`config.mk`:
```
export PLATFORM = sky130hd
export DESIGN_NAME = dcmt_timer
export DESIGN_NICKNAME = d
export VERILOG_FILES = /design/src/dcmt_pkg.sv /design/src/dcmt_timer.sv
export SDC_FILE = /design/constraint.sdc
export NUM_CORES = 1
export LEC_CHECK = 0
export BUFFER_PORTS_ARGS = -buffer_cell sky130_fd_sc_hd__buf_2
export CELL_PAD_IN_SITES_DETAIL_PLACEMENT = 1
export CELL_PAD_IN_SITES_GLOBAL_PLACEMENT = 1
export CORE_MARGIN = 4
export CORE_UTILIZATION = 45
export DETAILED_ROUTE_END_ITERATION = 16
export GPL_ROUTABILITY_DRIVEN = 0
export PLACE_DENSITY = 0.78
export RECOVER_POWER = 50
export SETUP_SLACK_MARGIN = 0.3
export SLEW_MARGIN = 30
export SYNTH_ARGS = -nofsm -noshare
export SYNTH_HDL_FRONTEND = slang
export SYNTH_SLANG_ARGS = --single-unit
```
`constraint.sdc`:
```
create_clock -name MCLK -period 2.8 [get_ports MCLK]
set_input_delay 0.28 -clock MCLK [delete_from_list [all_inputs] [get_ports MCLK]]
set_output_delay 0.28 -clock MCLK [all_outputs]
set_load 0.01 [all_outputs]
```
`src/dcmt_pkg.sv`:
```
// Package: register map, field layout, reset values and prescaler taps of the dual compare match timer
package dcmt_pkg;
   // Register byte offsets on APB (word aligned)
   localparam logic [7:0] OFF_RUN       = 8'h00;
   localparam logic [7:0] OFF_CSR0      = 8'h04;
   localparam logic [7:0] OFF_CNT0      = 8'h08;
   localparam logic [7:0] OFF_PER0      = 8'h0c;
   localparam logic [7:0] OFF_CSR1      = 8'h10;
   localparam logic [7:0] OFF_CNT1      = 8'h14;
   localparam logic [7:0] OFF_PER1      = 8'h18;
   localparam logic [7:0] OFF_IRQ_STAT  = 8'h1c;
   localparam logic [7:0] OFF_IRQ_MASK  = 8'h20;
   localparam logic [7:0] OFF_XFER_CTRL = 8'h24;
   // Control/status fields
   localparam int CSR_FLAG_BIT = 7;
   localparam int CSR_IE_BIT   = 6;
   localparam int CSR_CKS_HI   = 1;
   localparam int CSR_CKS_LO   = 0;
   // Transfer-controller clear control: bit n is the disable-select of channel n
   localparam int XFER_DIS_BIT0 = 0;
   // Reset values
   localparam logic [15:0] CNT_RESET = 16'h0000;
   localparam logic [15:0] PER_RESET = 16'hffff;
   // Prescaler tap divisors
   localparam int DIV_CODE0 = 8;
   localparam int DIV_CODE1 = 32;
   localparam int DIV_CODE2 = 128;
   localparam int DIV_CODE3 = 512;
   localparam int PRESCALE_W = 9;
   localparam logic [1:0] CKS_DIV8   = 2'h0;
   localparam logic [1:0] CKS_DIV32  = 2'h1;
   localparam logic [1:0] CKS_DIV128 = 2'h2;
   localparam logic [1:0] CKS_DIV512 = 2'h3;
endpackage

```
`src/dcmt_timer.sv`:
```
// Dual-channel 16-bit compare match timer with APB register access
//
// Behaviour
// - Two-bit clock select picks divide by 8, 32, 128 or 512 tap.
// - With run bit set, counter increments once per selected tap pulse.
// - Each counter is a 16-bit readable/writable up-counter reset to 0x0000.
// - Each period register is 16-bit read/write, reset to 0xffff.
// - On match counter clears to zero, flag sets, counting resumes.
// - Channel interrupt asserted only while flag and enable are both one.
// - Each channel drives its own interrupt request line.
// - Interrupt request can trigger transfer controller; channel priority fixed.
// - Match fires at the increment leaving the matching value.
// - Flag cleared by read-one-then-write-zero, or transfer-controller clear signal.
// - Writing one to the flag does nothing.
// - Match during counter write: clear wins, written value discarded.
// - Increment during word write: write loads, increment dropped.
// - Increment during byte write: byte loads, other byte kept, no increment.
// - Shared run register, bit 0 channel 0, bit 1 channel 1.
// - Flag at bit 7, enable at bit 6, other high bits zero.
// - Transfer clear acts only when disable-select is zero.
//
// Our own choices: the address map and the APB interface to the registers.
`timescale 1ns/1ps
`default_nettype none
module dcmt_timer
   import dcmt_pkg::*;
(
   input  wire logic        MCLK,
   input  wire logic        RSTN,
   input  wire logic        PSEL,
   input  wire logic        PENABLE,
   input  wire logic        PWRITE,
   input  wire logic [7:0]  PADDR,
   input  wire logic [31:0] PWDATA,
   input  wire logic [3:0]  PSTRB,
   output logic      [31:0] PRDATA,
   output logic             PREADY,
   output logic             PSLVERR,
   input  wire logic [1:0]  XFER_DONE,
   output logic      [1:0]  MATCH_IRQ,
   output logic             IRQ
);

   ////////////////////////////////////////////////////////////////////////////
   // Prescaler

   logic [PRESCALE_W-1:0] prescale;
   logic [PRESCALE_W-1:0] next_prescale;
   logic [3:0]            tap;

   always_comb begin
      next_prescale = prescale + 9'h001;
   end

   always_ff @(posedge MCLK or negedge RSTN) begin
      if (!RSTN) begin
         prescale <= '0;
      end else begin
         prescale <= next_prescale;
      end
   end

   // Single-cycle enables, one per tap, instead of derived clocks
   always_comb begin
      tap[0] = (prescale[2:0] == 3'h7);
      tap[1] = (prescale[4:0] == 5'h1f);
      tap[2] = (prescale[6:0] == 7'h7f);
      tap[3] = (prescale[8:0] == 9'h1ff);
   end

   ////////////////////////////////////////////////////////////////////////////
   // APB decode

   logic wr_en;
   logic rd_en;
   logic addr_ok;

   always_comb begin
      wr_en   = PSEL && PENABLE && PWRITE;
      rd_en   = PSEL && PENABLE && !PWRITE;
      addr_ok = (PADDR <= OFF_XFER_CTRL) && (PADDR[1:0] == 2'h0);
   end

   assign PREADY  = 1'b1;
   assign PSLVERR = PSEL && PENABLE && !addr_ok;

   ////////////////////////////////////////////////////////////////////////////
   // Registers

   logic [1:0]  run;
   logic [1:0]  next_run;
   logic [1:0]  cks [2];
   logic [1:0]  next_cks [2];
   logic [1:0]  ie;
   logic [1:0]  next_ie;
   logic [1:0]  flag;
   logic [1:0]  next_flag;
   logic [1:0]  flag_seen;
   logic [1:0]  next_flag_seen;
   logic [15:0] cnt [2];
   logic [15:0] next_cnt [2];
   logic [15:0] per [2];
   logic [15:0] next_per [2];
   logic [1:0]  stat;
   logic [1:0]  next_stat;
   logic [1:0]  mask;
   logic [1:0]  next_mask;
   logic [1:0]  xfer_dis;
   logic [1:0]  next_xfer_dis;
   logic [1:0]  inc;
   logic [1:0]  match;

   always_comb begin
      logic [7:0]  a_csr;
      logic [7:0]  a_cnt;
      logic [7:0]  a_per;
      logic [15:0] wv;
      a_csr = 8'h00;
      a_cnt = 8'h00;
      a_per = 8'h00;
      wv    = 16'h0000;
      next_run      = run;
      next_ie       = ie;
      next_flag     = flag;
      next_flag_seen = flag_seen;
      next_mask     = mask;
      next_xfer_dis = xfer_dis;
      next_stat     = stat;
      if (wr_en && PADDR == OFF_RUN && PSTRB[0]) begin
         next_run = PWDATA[1:0];
      end
      if (wr_en && PADDR == OFF_IRQ_MASK && PSTRB[0]) begin
         next_mask = PWDATA[1:0];
      end
      if (wr_en && PADDR == OFF_XFER_CTRL && PSTRB[0]) begin
         next_xfer_dis = PWDATA[XFER_DIS_BIT0 +: 2];
      end
      if (wr_en && PADDR == OFF_IRQ_STAT && PSTRB[0]) begin
         next_stat = stat & ~PWDATA[1:0];
      end
      for (int c = 0; c < 2; c++) begin
         a_csr = c[0] ? OFF_CSR1 : OFF_CSR0;
         a_cnt = c[0] ? OFF_CNT1 : OFF_CNT0;
         a_per = c[0] ? OFF_PER1 : OFF_PER0;
         next_cks[c] = cks[c];
         next_per[c] = per[c];
         next_cnt[c] = cnt[c];
         // Tap selection per channel
         case (cks[c])
            CKS_DIV8:   inc[c] = tap[0];
            CKS_DIV32:  inc[c] = tap[1];
            CKS_DIV128: inc[c] = tap[2];
            CKS_DIV512: inc[c] = tap[3];
            default:    inc[c] = 1'b0;
         endcase
         inc[c] = inc[c] && run[c];
         // Match fires on the increment leaving the period value
         match[c] = inc[c] && (cnt[c] == per[c]);
         if (rd_en && PADDR == a_csr && flag[c]) begin
            next_flag_seen[c] = 1'b1;
         end
         if (wr_en && PADDR == a_csr && PSTRB[0]) begin
            next_ie[c]  = PWDATA[CSR_IE_BIT];
            next_cks[c] = PWDATA[CSR_CKS_HI:CSR_CKS_LO];
            // Only a zero written after seeing one clears; a one is ignored
            if (!PWDATA[CSR_FLAG_BIT] && flag_seen[c]) begin
               next_flag[c]      = 1'b0;
               next_flag_seen[c] = 1'b0;
            end
         end
         if (XFER_DONE[c] && !xfer_dis[c]) begin
            next_flag[c]      = 1'b0;
            next_flag_seen[c] = 1'b0;
         end
         if (wr_en && PADDR == a_per) begin
            if (PSTRB[0]) next_per[c][7:0]  = PWDATA[7:0];
            if (PSTRB[1]) next_per[c][15:8] = PWDATA[15:8];
         end
         if (inc[c]) begin
            next_cnt[c] = cnt[c] + 16'h0001;
         end
         // Write replaces the increment; untouched byte keeps its old value
         if (wr_en && PADDR == a_cnt && (PSTRB[1:0] != 2'h0)) begin
            wv = cnt[c];
            if (PSTRB[0]) wv[7:0]  = PWDATA[7:0];
            if (PSTRB[1]) wv[15:8] = PWDATA[15:8];
            next_cnt[c] = wv;
         end
         // Set wins over any clear in the same cycle
         if (match[c]) begin
            next_cnt[c]  = CNT_RESET;
            next_flag[c] = 1'b1;
            next_stat[c] = 1'b1;
         end
      end
   end

   always_ff @(posedge MCLK or negedge RSTN) begin
      if (!RSTN) begin
         run       <= 2'h0;
         ie        <= 2'h0;
         flag      <= 2'h0;
         flag_seen <= 2'h0;
         stat      <= 2'h0;
         mask      <= 2'h0;
         xfer_dis  <= 2'h0;
         for (int c = 0; c < 2; c++) begin
            cks[c] <= 2'h0;
            cnt[c] <= CNT_RESET;
            per[c] <= PER_RESET;
         end
      end else begin
         run       <= next_run;
         ie        <= next_ie;
         flag      <= next_flag;
         flag_seen <= next_flag_seen;
         stat      <= next_stat;
         mask      <= next_mask;
         xfer_dis  <= next_xfer_dis;
         for (int c = 0; c < 2; c++) begin
            cks[c] <= next_cks[c];
            cnt[c] <= next_cnt[c];
            per[c] <= next_per[c];
         end
      end
   end

   ////////////////////////////////////////////////////////////////////////////
   // Interrupts

   // Separate lines per channel; the transfer controller also listens here
   // and arbitrates channel 0 over channel 1 itself
   assign MATCH_IRQ = flag & ie;
   assign IRQ       = |(stat & mask);

   ////////////////////////////////////////////////////////////////////////////
   // Read data

   logic [31:0] rdata;

   always_comb begin
      rdata = 32'h0000_0000;
      case (PADDR)
         OFF_RUN:       rdata[1:0] = run;
         OFF_CSR0:      rdata = {24'h0, flag[0], ie[0], 4'h0, cks[0]};
         OFF_CSR1:      rdata = {24'h0, flag[1], ie[1], 4'h0, cks[1]};
         OFF_CNT0:      rdata[15:0] = cnt[0];
         OFF_CNT1:      rdata[15:0] = cnt[1];
         OFF_PER0:      rdata[15:0] = per[0];
         OFF_PER1:      rdata[15:0] = per[1];
         OFF_IRQ_STAT:  rdata[1:0] = stat;
         OFF_IRQ_MASK:  rdata[1:0] = mask;
         OFF_XFER_CTRL: rdata[1:0] = xfer_dis;
         default:       rdata = 32'h0000_0000;
      endcase
   end

   // Read data registered during setup so it is stable in the access phase
   always_ff @(posedge MCLK or negedge RSTN) begin
      if (!RSTN) begin
         PRDATA <= 32'h0000_0000;
      end else if (PSEL && !PENABLE && !PWRITE) begin
         PRDATA <= rdata;
      end
   end

endmodule // dcmt_timer
`default_nettype wire

```
# Yosys cells after proc, flatten, opt, wreduce, memory -nomap -nowiden
# Index checks and enable logic that the tools add are counted.
# W data, S select, Z words.
# word_totals
ff_bits,107
output_inout_bits,37
# classes
n_addsub,3
n_lt_le_gt_ge,1
eq_ne,25
n_mux,31
bitwise,4
reduce_logical,67
# op_table
operator,n
$mux W16,6
$pmux W14 S6,1
$logic_and A1 B1 Y1,37
$add A16 B1 Y16 const B,2
$eq A16 B16 Y1,2
$eq A8 B5 Y1 const B,4
$pmux W2 S10,1
$reduce_and A2 Y1,10
$mux W1,18
$reduce_bool A3 Y1,6
$eq A8 B4 Y1 const B,2
$eq A8 B6 Y1 const B,2
$mux W8,2
$ne A3 B3 Y1 const B,4
$add A9 B1 Y9 const B,1
$eq A9 B9 Y1 const B,1
$eq A2 B2 Y1 const B,4
$eq A8 B3 Y1 const B,1
$le A8 B6 Y1 const B,1
$logic_not A8 Y1,1
$pmux W1 S4,2
$eq A7 B7 Y1 const B,1
$and A2 B2 Y2,3
$logic_not A1 Y1,6
8 further kinds,13

# Depth between registers and ports, before layout
# Gate-level depths: netlist of run 1.
# depth
ltp_word,8
depth_mapped,10
mapped_depth_nobuf,9

# Worst setup path after synthesis of run 1
# No wires, ideal clock.
# synth_path
path_kind,register to register
start,register prescale[0]
end,register cnt[5] (netlist bit)
setup_time_ns,0.094
t_arrival_ns,2.154
required_time_ns,2.706
slack_ns,0.552
path_stages_with_launch,10
n_path_buf,0
cell_sequence,dfrtp_1 -> ha_1 -> nand3_2 -> inv_1 -> ha_1 -> mux2_2 -> o21a_1 -> a21oi_1 -> o311ai_0 -> a211oi_1
# synth_between
elab_chain_len,6
elab_cells_between_ends,11
# synth_lines
element,line_no,rtl
from (decl),dcmt_timer.sv:47,logic [PRESCALE_W-1:0] prescale;
from (signal assigned),dcmt_timer.sv:59,prescale <= next_prescale;
$eq A9 B9 Y1 (tied with other cells),dcmt_timer.sv:68,tap[3] = (prescale[8:0] == 9'h1ff);
$pmux W1 S4 (*),dcmt_timer.sv:149,case (cks[c])
$logic_and A1 B1 Y1 (*),dcmt_timer.sv:156,inc[c] = inc[c] && run[c];
$logic_and A1 B1 Y1,dcmt_timer.sv:158,match[c] = inc[c] && (cnt[c] == per[c]);
$ne A3 B3 Y1 (no line) or $reduce_bool A3 Y1 (tied branches),n/a,
$reduce_and A2 Y1 (no line),n/a,
"to (signal, indexed assignment)",dcmt_timer.sv:222,cnt[c] <= next_cnt[c];
to (decl),dcmt_timer.sv:100,logic [15:0] cnt [2];
# Mark *: on every way between the ends. The rest lies on a longest branch, timed or not.
# A chain may end at the register's enable or synchronous reset.

# Worst setup path after layout of run 1
# layout_path
start,register prescale[0]
end,register cnt[10] (netlist bit)
# Same word-level chain as after synthesis.

==> run summary, run 1 <==
Final Slew Violations = 0
Worst Path Max Fanout = 8
IO buf count = 52
Die W = 129 um
ANT nets after route = 0
Pleak = 3.11 nW
Ports = 88
Switching Power = 0.851 mW
# diodes = 0
Clock Skews = 7.05 ps
area of the multi-input gates = 3620 um^2
GR Overflow Total = 0
Initial Util = 46.7%
Die Area = 16600 um^2
Avg WL per Cell = 24.0 um
row count = 43
initial antenna violation count = 0
PwrDens = 422 nW/um^2
final period utilization = 87.2%
Fin. Hold Viols = 0
RSZ-0062 raised after global routing = false
DR vias/cell = 6.46
Final setup violation count = 0
Tmin final = 2440 ps
portion of total power attributed to the clock network = 39.9%
status = finished clean
Yosys reg bits = 107
Die Span Y = 129 um
Overall Global Routing Usage = 26.5%
Async SR Flop Fraction = 100%
first-pass GRT wire length = 34.2 mm
HP Class = input pin to register
Max VDD drop = 0.331 mV
Post-synth EDFFs = 0
Syn-to-layout area delta = 13.6%
Total Wirelength = 21.7 mm
TritonCTS clock tree = done
Comb pwr share = 8.6%
Top FF cell, synth = dfrtp_1
drc violations = 0
ratio of cells with drive above 1 in the final layout = 27.9%
WS Path Type = register to register
Worst Hold Slack = 128 ps
Critical Path Sink Type = register
CTS Buf Count = 9
Seq/Total Area, Yosys = 41.3%
Synth Cell Area = 6580 um^2
Worst-Margin Slew = 1370 ps
number of global-route vias before repair = 6073
clk sink count = 107
Switching Fraction = 27.0%
Total Neg Setup Slack = 0 ps
Final HPWL DP = 15.9 mm
pin count of the biggest net entering global routing = 59
P_int = 2.30 mW
Post-Syn Instances = 659
Avg Cell Area, Syn = 9.98 um^2
drt pass-1 iters = 5
area of the core = 14100 um^2
DP Area = 7060 um^2
Yosys cell types = 74
Final Power = 3.16 mW
Slew HR = 8.56%
Clock Pin Slew Worst Setup and Hold Paths = 80 ps
FMAX = 0.410 GHz
crit start category = register
Critical Path RT = 3060 ps
CTS Root Buffer Type = clkbuf_16
NumNets Final = 777
Worst-Skew Late Latency = 360 ps
max_cap viols = 0
yosys synthesis warning count = 0
DR iter-0 viols = 509
DR vias = 5842
CP arrival = 2700 ps
filler instances = 1598
final instance area = 7470 um^2
CTS H-Tree Depth = 3
Max clock buf depth = 2
register area = 2720 um^2
Reg power frac = 51.5%
-- critical path, cell delays in order, from the launching register on --
cell and delay [ps]:
dfrtp_1 410, ha_1 260, nand3_4 150, inv_1 70
ha_1 190, mux2_2 300, o21a_4 250, nand2_4 120
buf_4 150, nor2_2 40, buf_4 150, o31ai_1 240
-- worst paths after layout --
kind / startpoint / to / slack, ps / cells after the start
hold reg to reg: prescale[0] / prescale[0] / 490 / 1
max in group asynchronous: RSTN / per[25] / 1030 / 3
min in group asynchronous: RSTN / cnt[3] / 760 / 2
setup reg to reg: prescale[0] / cnt[10] / 360 / 11
setup / recovery: prescale[0] / cnt[10] / 360 / 11
hold / removal: XFER_DONE[1] / flag_seen[1] / 130 / 2
-- through the flow --
step | std cells | worst slack (ps) | utilization (%)
2_1_floorplan | 674 | 552 | -
3_3_place_gp | 879 | 318 | 50.1
3_5_place_dp | 879 | 224 | 50.1
4_1_cts | 896 | 272 | 52.4
5_1_grt | 905 | 179 | 53.0
6_report | 905 | 360 | 53.0
-- per-layer routing --
metal / global-route usage [%] / up-vias / wire, um / share of wire [%]
met5: 0 / - / 0 / 0
met4: 7.97 / 0 / 495 / 2.3
met3: 5.81 / 36 / 1320 / 6.1
met2: 42.7 / 204 / 10600 / 49
met1: 35.8 / 3008 / 9340 / 43
li1: - / 2594 / - / -
-- repair_timing --
action	4_1_cts	5_1_grt
pin swaps	0	3
buffers inserted	0	9
hold buffers	1	0
endpoints found under the setup margin	28	32
resized for setup	8	10
hold endpoints to repair	28	0
-- cell families after synthesis --
kind of cell,share of synthesized area [%]
flops,41.3
xor+xnor,4.79
other cells,0.114
simple gates,18.7
fa+ha+maj,1.14
mux,9.17
compound gates,19.1
buf+inv,5.70
-- cell type report --
| type | instances | share of cell area, % |
|---|---|---|
| clock buffer | 10 | 3.20 |
| tap | 180 | 3.01 |
| multi-input combinational | 494 | 48.4 |
| timing repair buffer | 95 | 7.82 |
| inverter | 13 | 0.653 |
| clock inverter | 6 | 0.552 |
| sequential | 107 | 36.4 |
-- sequential cells by signal (all words and copies together) (netlist names) --
name       count
cks            4
PRDATA        16
mask           2
flag_seen      2
flag           2
xfer_dis       2
run            2
prescale       9
ie             2
stat           2
cnt           32
per           32
-- power by group through the flow --
stage	registers (mW)	clock network, mW	logic, mW
floorplan	1.66	0	0.114
global placement	1.65	0	0.270
detailed placement	1.65	0	0.278
CTS	1.62	1.28	0.282
global route	1.63	1.33	0.294
finish	1.63	1.26	0.271
-- synthesized netlist by cell type (19+ instances only) --
| cell | count | area, um^2 |
|---|---|---|
| dfstp_2 | 32 | 841 |
| mux2_2 | 48 | 541 |
| nand4_1 | 20 | 125 |
| buf_4 | 20 | 150 |
| nand2_1 | 55 | 206 |
| dfrtp_1 | 75 | 1880 |
| a21oi_1 | 24 | 120 |
| a31oi_1 | 20 | 125 |
| clkbuf_1 | 19 | 71.3 |
| nand3_1 | 29 | 145 |
| buf_2 | 21 | 105 |
| nor2_1 | 30 | 113 |
| xor2_1 | 33 | 289 |
-- placed cells by master (no fill, tap or decap), types with 14 or more instances in the layout --
master    instances
dfrtp_1          75
nand2_1          54
mux2_2           48
buf_4            39
xor2_1           33
buf_2            33
dfstp_2          32
nor2_1           30
nand3_1          29
a21oi_1          23
nand4_1          20
a31oi_1          20
clkbuf_1         19
conb_1           17
o21ai_0          16
nor3_1           15
a222oi_1         14
Note: power is estimated with default switching activity, not from simulation.
==> run 2, diff against run 1 <==
==> constraint.sdc (replaced) <==
create_clock -name MCLK -period 2.8 [get_ports MCLK]
set_input_delay 0.7 -clock MCLK [delete_from_list [all_inputs] [get_ports MCLK]]
set_output_delay 0.7 -clock MCLK [all_outputs]
set_load 0.01 [all_outputs]
==> run 2 against run 1 <==
Effect of this change:
- sequential power hardly changed
- critical path type unchanged
- via count is 0.22% lower
- routed wire length is 2.2% lower
==> run summary, run 2 (synthesized netlist as in run 1, its figures left out) <==
status = finished clean
Syn-to-layout area delta = 13.3%
Critical Path Sink Type = register
area of the core = 14100 um^2 (unchanged)
drt pass-1 iters = 6 (+1)
DP Area = 7110 um^2 (+0.67%)
Die W = 129 um (unchanged)
ANT nets after route = 0 (unchanged)
IO buf count = 52 (unchanged)
Final setup violation count = 0 (unchanged)
DR vias = 5829 (-0.22%)
most frequent cells in the layout = 75 x dfrtp_1, 54 x nand2_1, 50 x buf_2, 48 x mux2_2, 39 x buf_4
CP arrival = 2740 ps (+40 ps)
Overall Global Routing Usage = 26.3% (-0.18 points)
Die Span Y = 129 um (unchanged)
number of global-route vias before repair = 6132 (+0.97%)
drc violations = 0 (unchanged)
final std cells w/o fill = 904 (-0.11%)
cts hold-fix bufs = 0 (-1)
row count = 43 (unchanged)
Avg WL per Cell = 23.5 um (-2.1%)
Final HPWL DP = 16.0 mm (+0.23%)
Slew HR = 14.8% (+6.2 points)
Fin. Hold Viols = 0 (unchanged)
Clock Pin Slew Worst Setup and Hold Paths = 80 ps (about the same)
PwrDens = 438 nW/um^2 (+3.6%)
Max clock buf depth = 2 (unchanged)
NumNets Final = 776 (-0.13%)
CTS Buf Count = 9 (unchanged)
DR vias/cell = 6.45 (-0.11%)
Clock Skews = 7.89 ps (+0.842 ps)
final period utilization = 88.0% (+0.83 points)
clk sink count = 107 (unchanged)
pin count of the biggest net entering global routing = 49 (-17%)
CTS Root Buffer Type = clkbuf_16
filler instances = 1621 (+1.4%)
# diodes = 0 (unchanged)
Total Neg Setup Slack = 0 ps (unchanged)
register area = 2720 um^2 (unchanged)
crit start category = register
Initial Util = 46.7% (unchanged)
DR iter-0 viols = 460 (-9.6%)
Regs by FF count = cnt x32, per x32, PRDATA x16
Worst Hold Slack = 485 ps (+357 ps)
utilization after layout = 52.9% (-0.12 points)
Worst-Margin Slew = 1280 ps (-93.3 ps)
FMAX = 0.406 GHz (-0.95%)
cell count after placement = 882 (+0.34%)
Pleak = 3.17 nW (+1.8%)
first-pass GRT wire length = 34.2 mm (+0.20%)
Max VDD drop = 0.290 mV (-12%)
max_cap viols = 0 (unchanged)
Tmin final = 2460 ps (+23.3 ps)
RSZ-0062 raised after global routing = true
Die Area = 16600 um^2 (unchanged)
WS Path Type = register to register
Worst Path Max Fanout = 5 (-3)
initial antenna violation count = 0 (unchanged)
Total Wirelength = 21.3 mm (-2.2%)
area of the multi-input gates = 3580 um^2 (-1.1%)
Final Slew Violations = 0 (unchanged)
HP Class = register to register
CTS H-Tree Depth = 3 (unchanged)
Ports = 88 (unchanged)
ratio of cells with drive above 1 in the final layout = 30.2% (+2.4 points)
TritonCTS clock tree = done
most common cell after layout, fill and taps aside = dfrtp_1
final instance area = 7460 um^2 (-0.23%)
GR Overflow Total = 0 (unchanged)
Critical Path RT = 3080 ps (+20 ps)
Worst-Skew Late Latency = 360 ps (about the same)
## run 2: changes by cell type in the layout (fill, tap and decap cells not counted), sizes merged
cell and change:
buf +16, bufinv +1, clkbuf -17, clkinv -3, clkinvlp -1, dlygate4sd3 -1
inv +4
## run 2: power by group
group	switching [mW]	internal (mW)
sequential	0.0343	1.59
combinational	0.183	0.0913
clock	0.652	0.710
## run 2: cell type report
type / count / area share, %
Clock buffer: 9 / 3.02
Tap cell: 180 / 3.02
Inverter: 13 / 0.654
Clock inverter: 7 / 1.07
Timing Repair Buffer: 94 / 7.80
Multi-Input combinational cell: 494 / 48.0
Sequential cell: 107 / 36.4
## run 2: worst paths after layout
| path | start | endpoint | slack, ps | cells past startpoint |
|---|---|---|---|---|
| worst min-delay path | prescale[8] | prescale[8] | 480 | 1 |
| worst max-delay path | prescale[4] | cnt[28] | 340 | 8 |
| min in group asynchronous | RSTN | cnt[7] | 600 | 1 |
| worst min register to register | prescale[8] | prescale[8] | 480 | 1 |
| max in group asynchronous | RSTN | cnt[22] | 760 | 2 |
| worst max register to register | prescale[4] | cnt[28] | 340 | 8 |
## run 2: metrics by stage
stage | worst slack [ps] | power [mW]
global placement | 255 | 1.92
detailed placement | 170 | 1.93
finish | 336 | 3.26
global route | 193 | 3.38
floorplan | 552 | 1.78
CTS | 276 | 3.28
## run 2: metal layers
metal	GRT usage (%)	part of all wire, %	up-vias	wire length, um
met3	4.52	5.6	25	1190
met5	0	0	-	0
li1	-	-	2605	-
met1	36.8	44	2992	9430
met4	6.55	1.2	0	264
met2	42.6	49	207	10400
## run 2: timing repair
item,in CTS,in global routing
pin swaps,0,6
cloned,0,0
endpoints found under the setup margin,7,28
resized for setup,2,10
setup buffers,0,6
## run 2: worst max-delay path, cell delays in order (launching register included)
cell and delay, ps:
dfrtp_1 410, nand3_1 280, nor3_1 280, ha_1 200, nand2_1 110, o311a_4 180, o31ai_4 360, or3b_1 390
a31oi_1 180
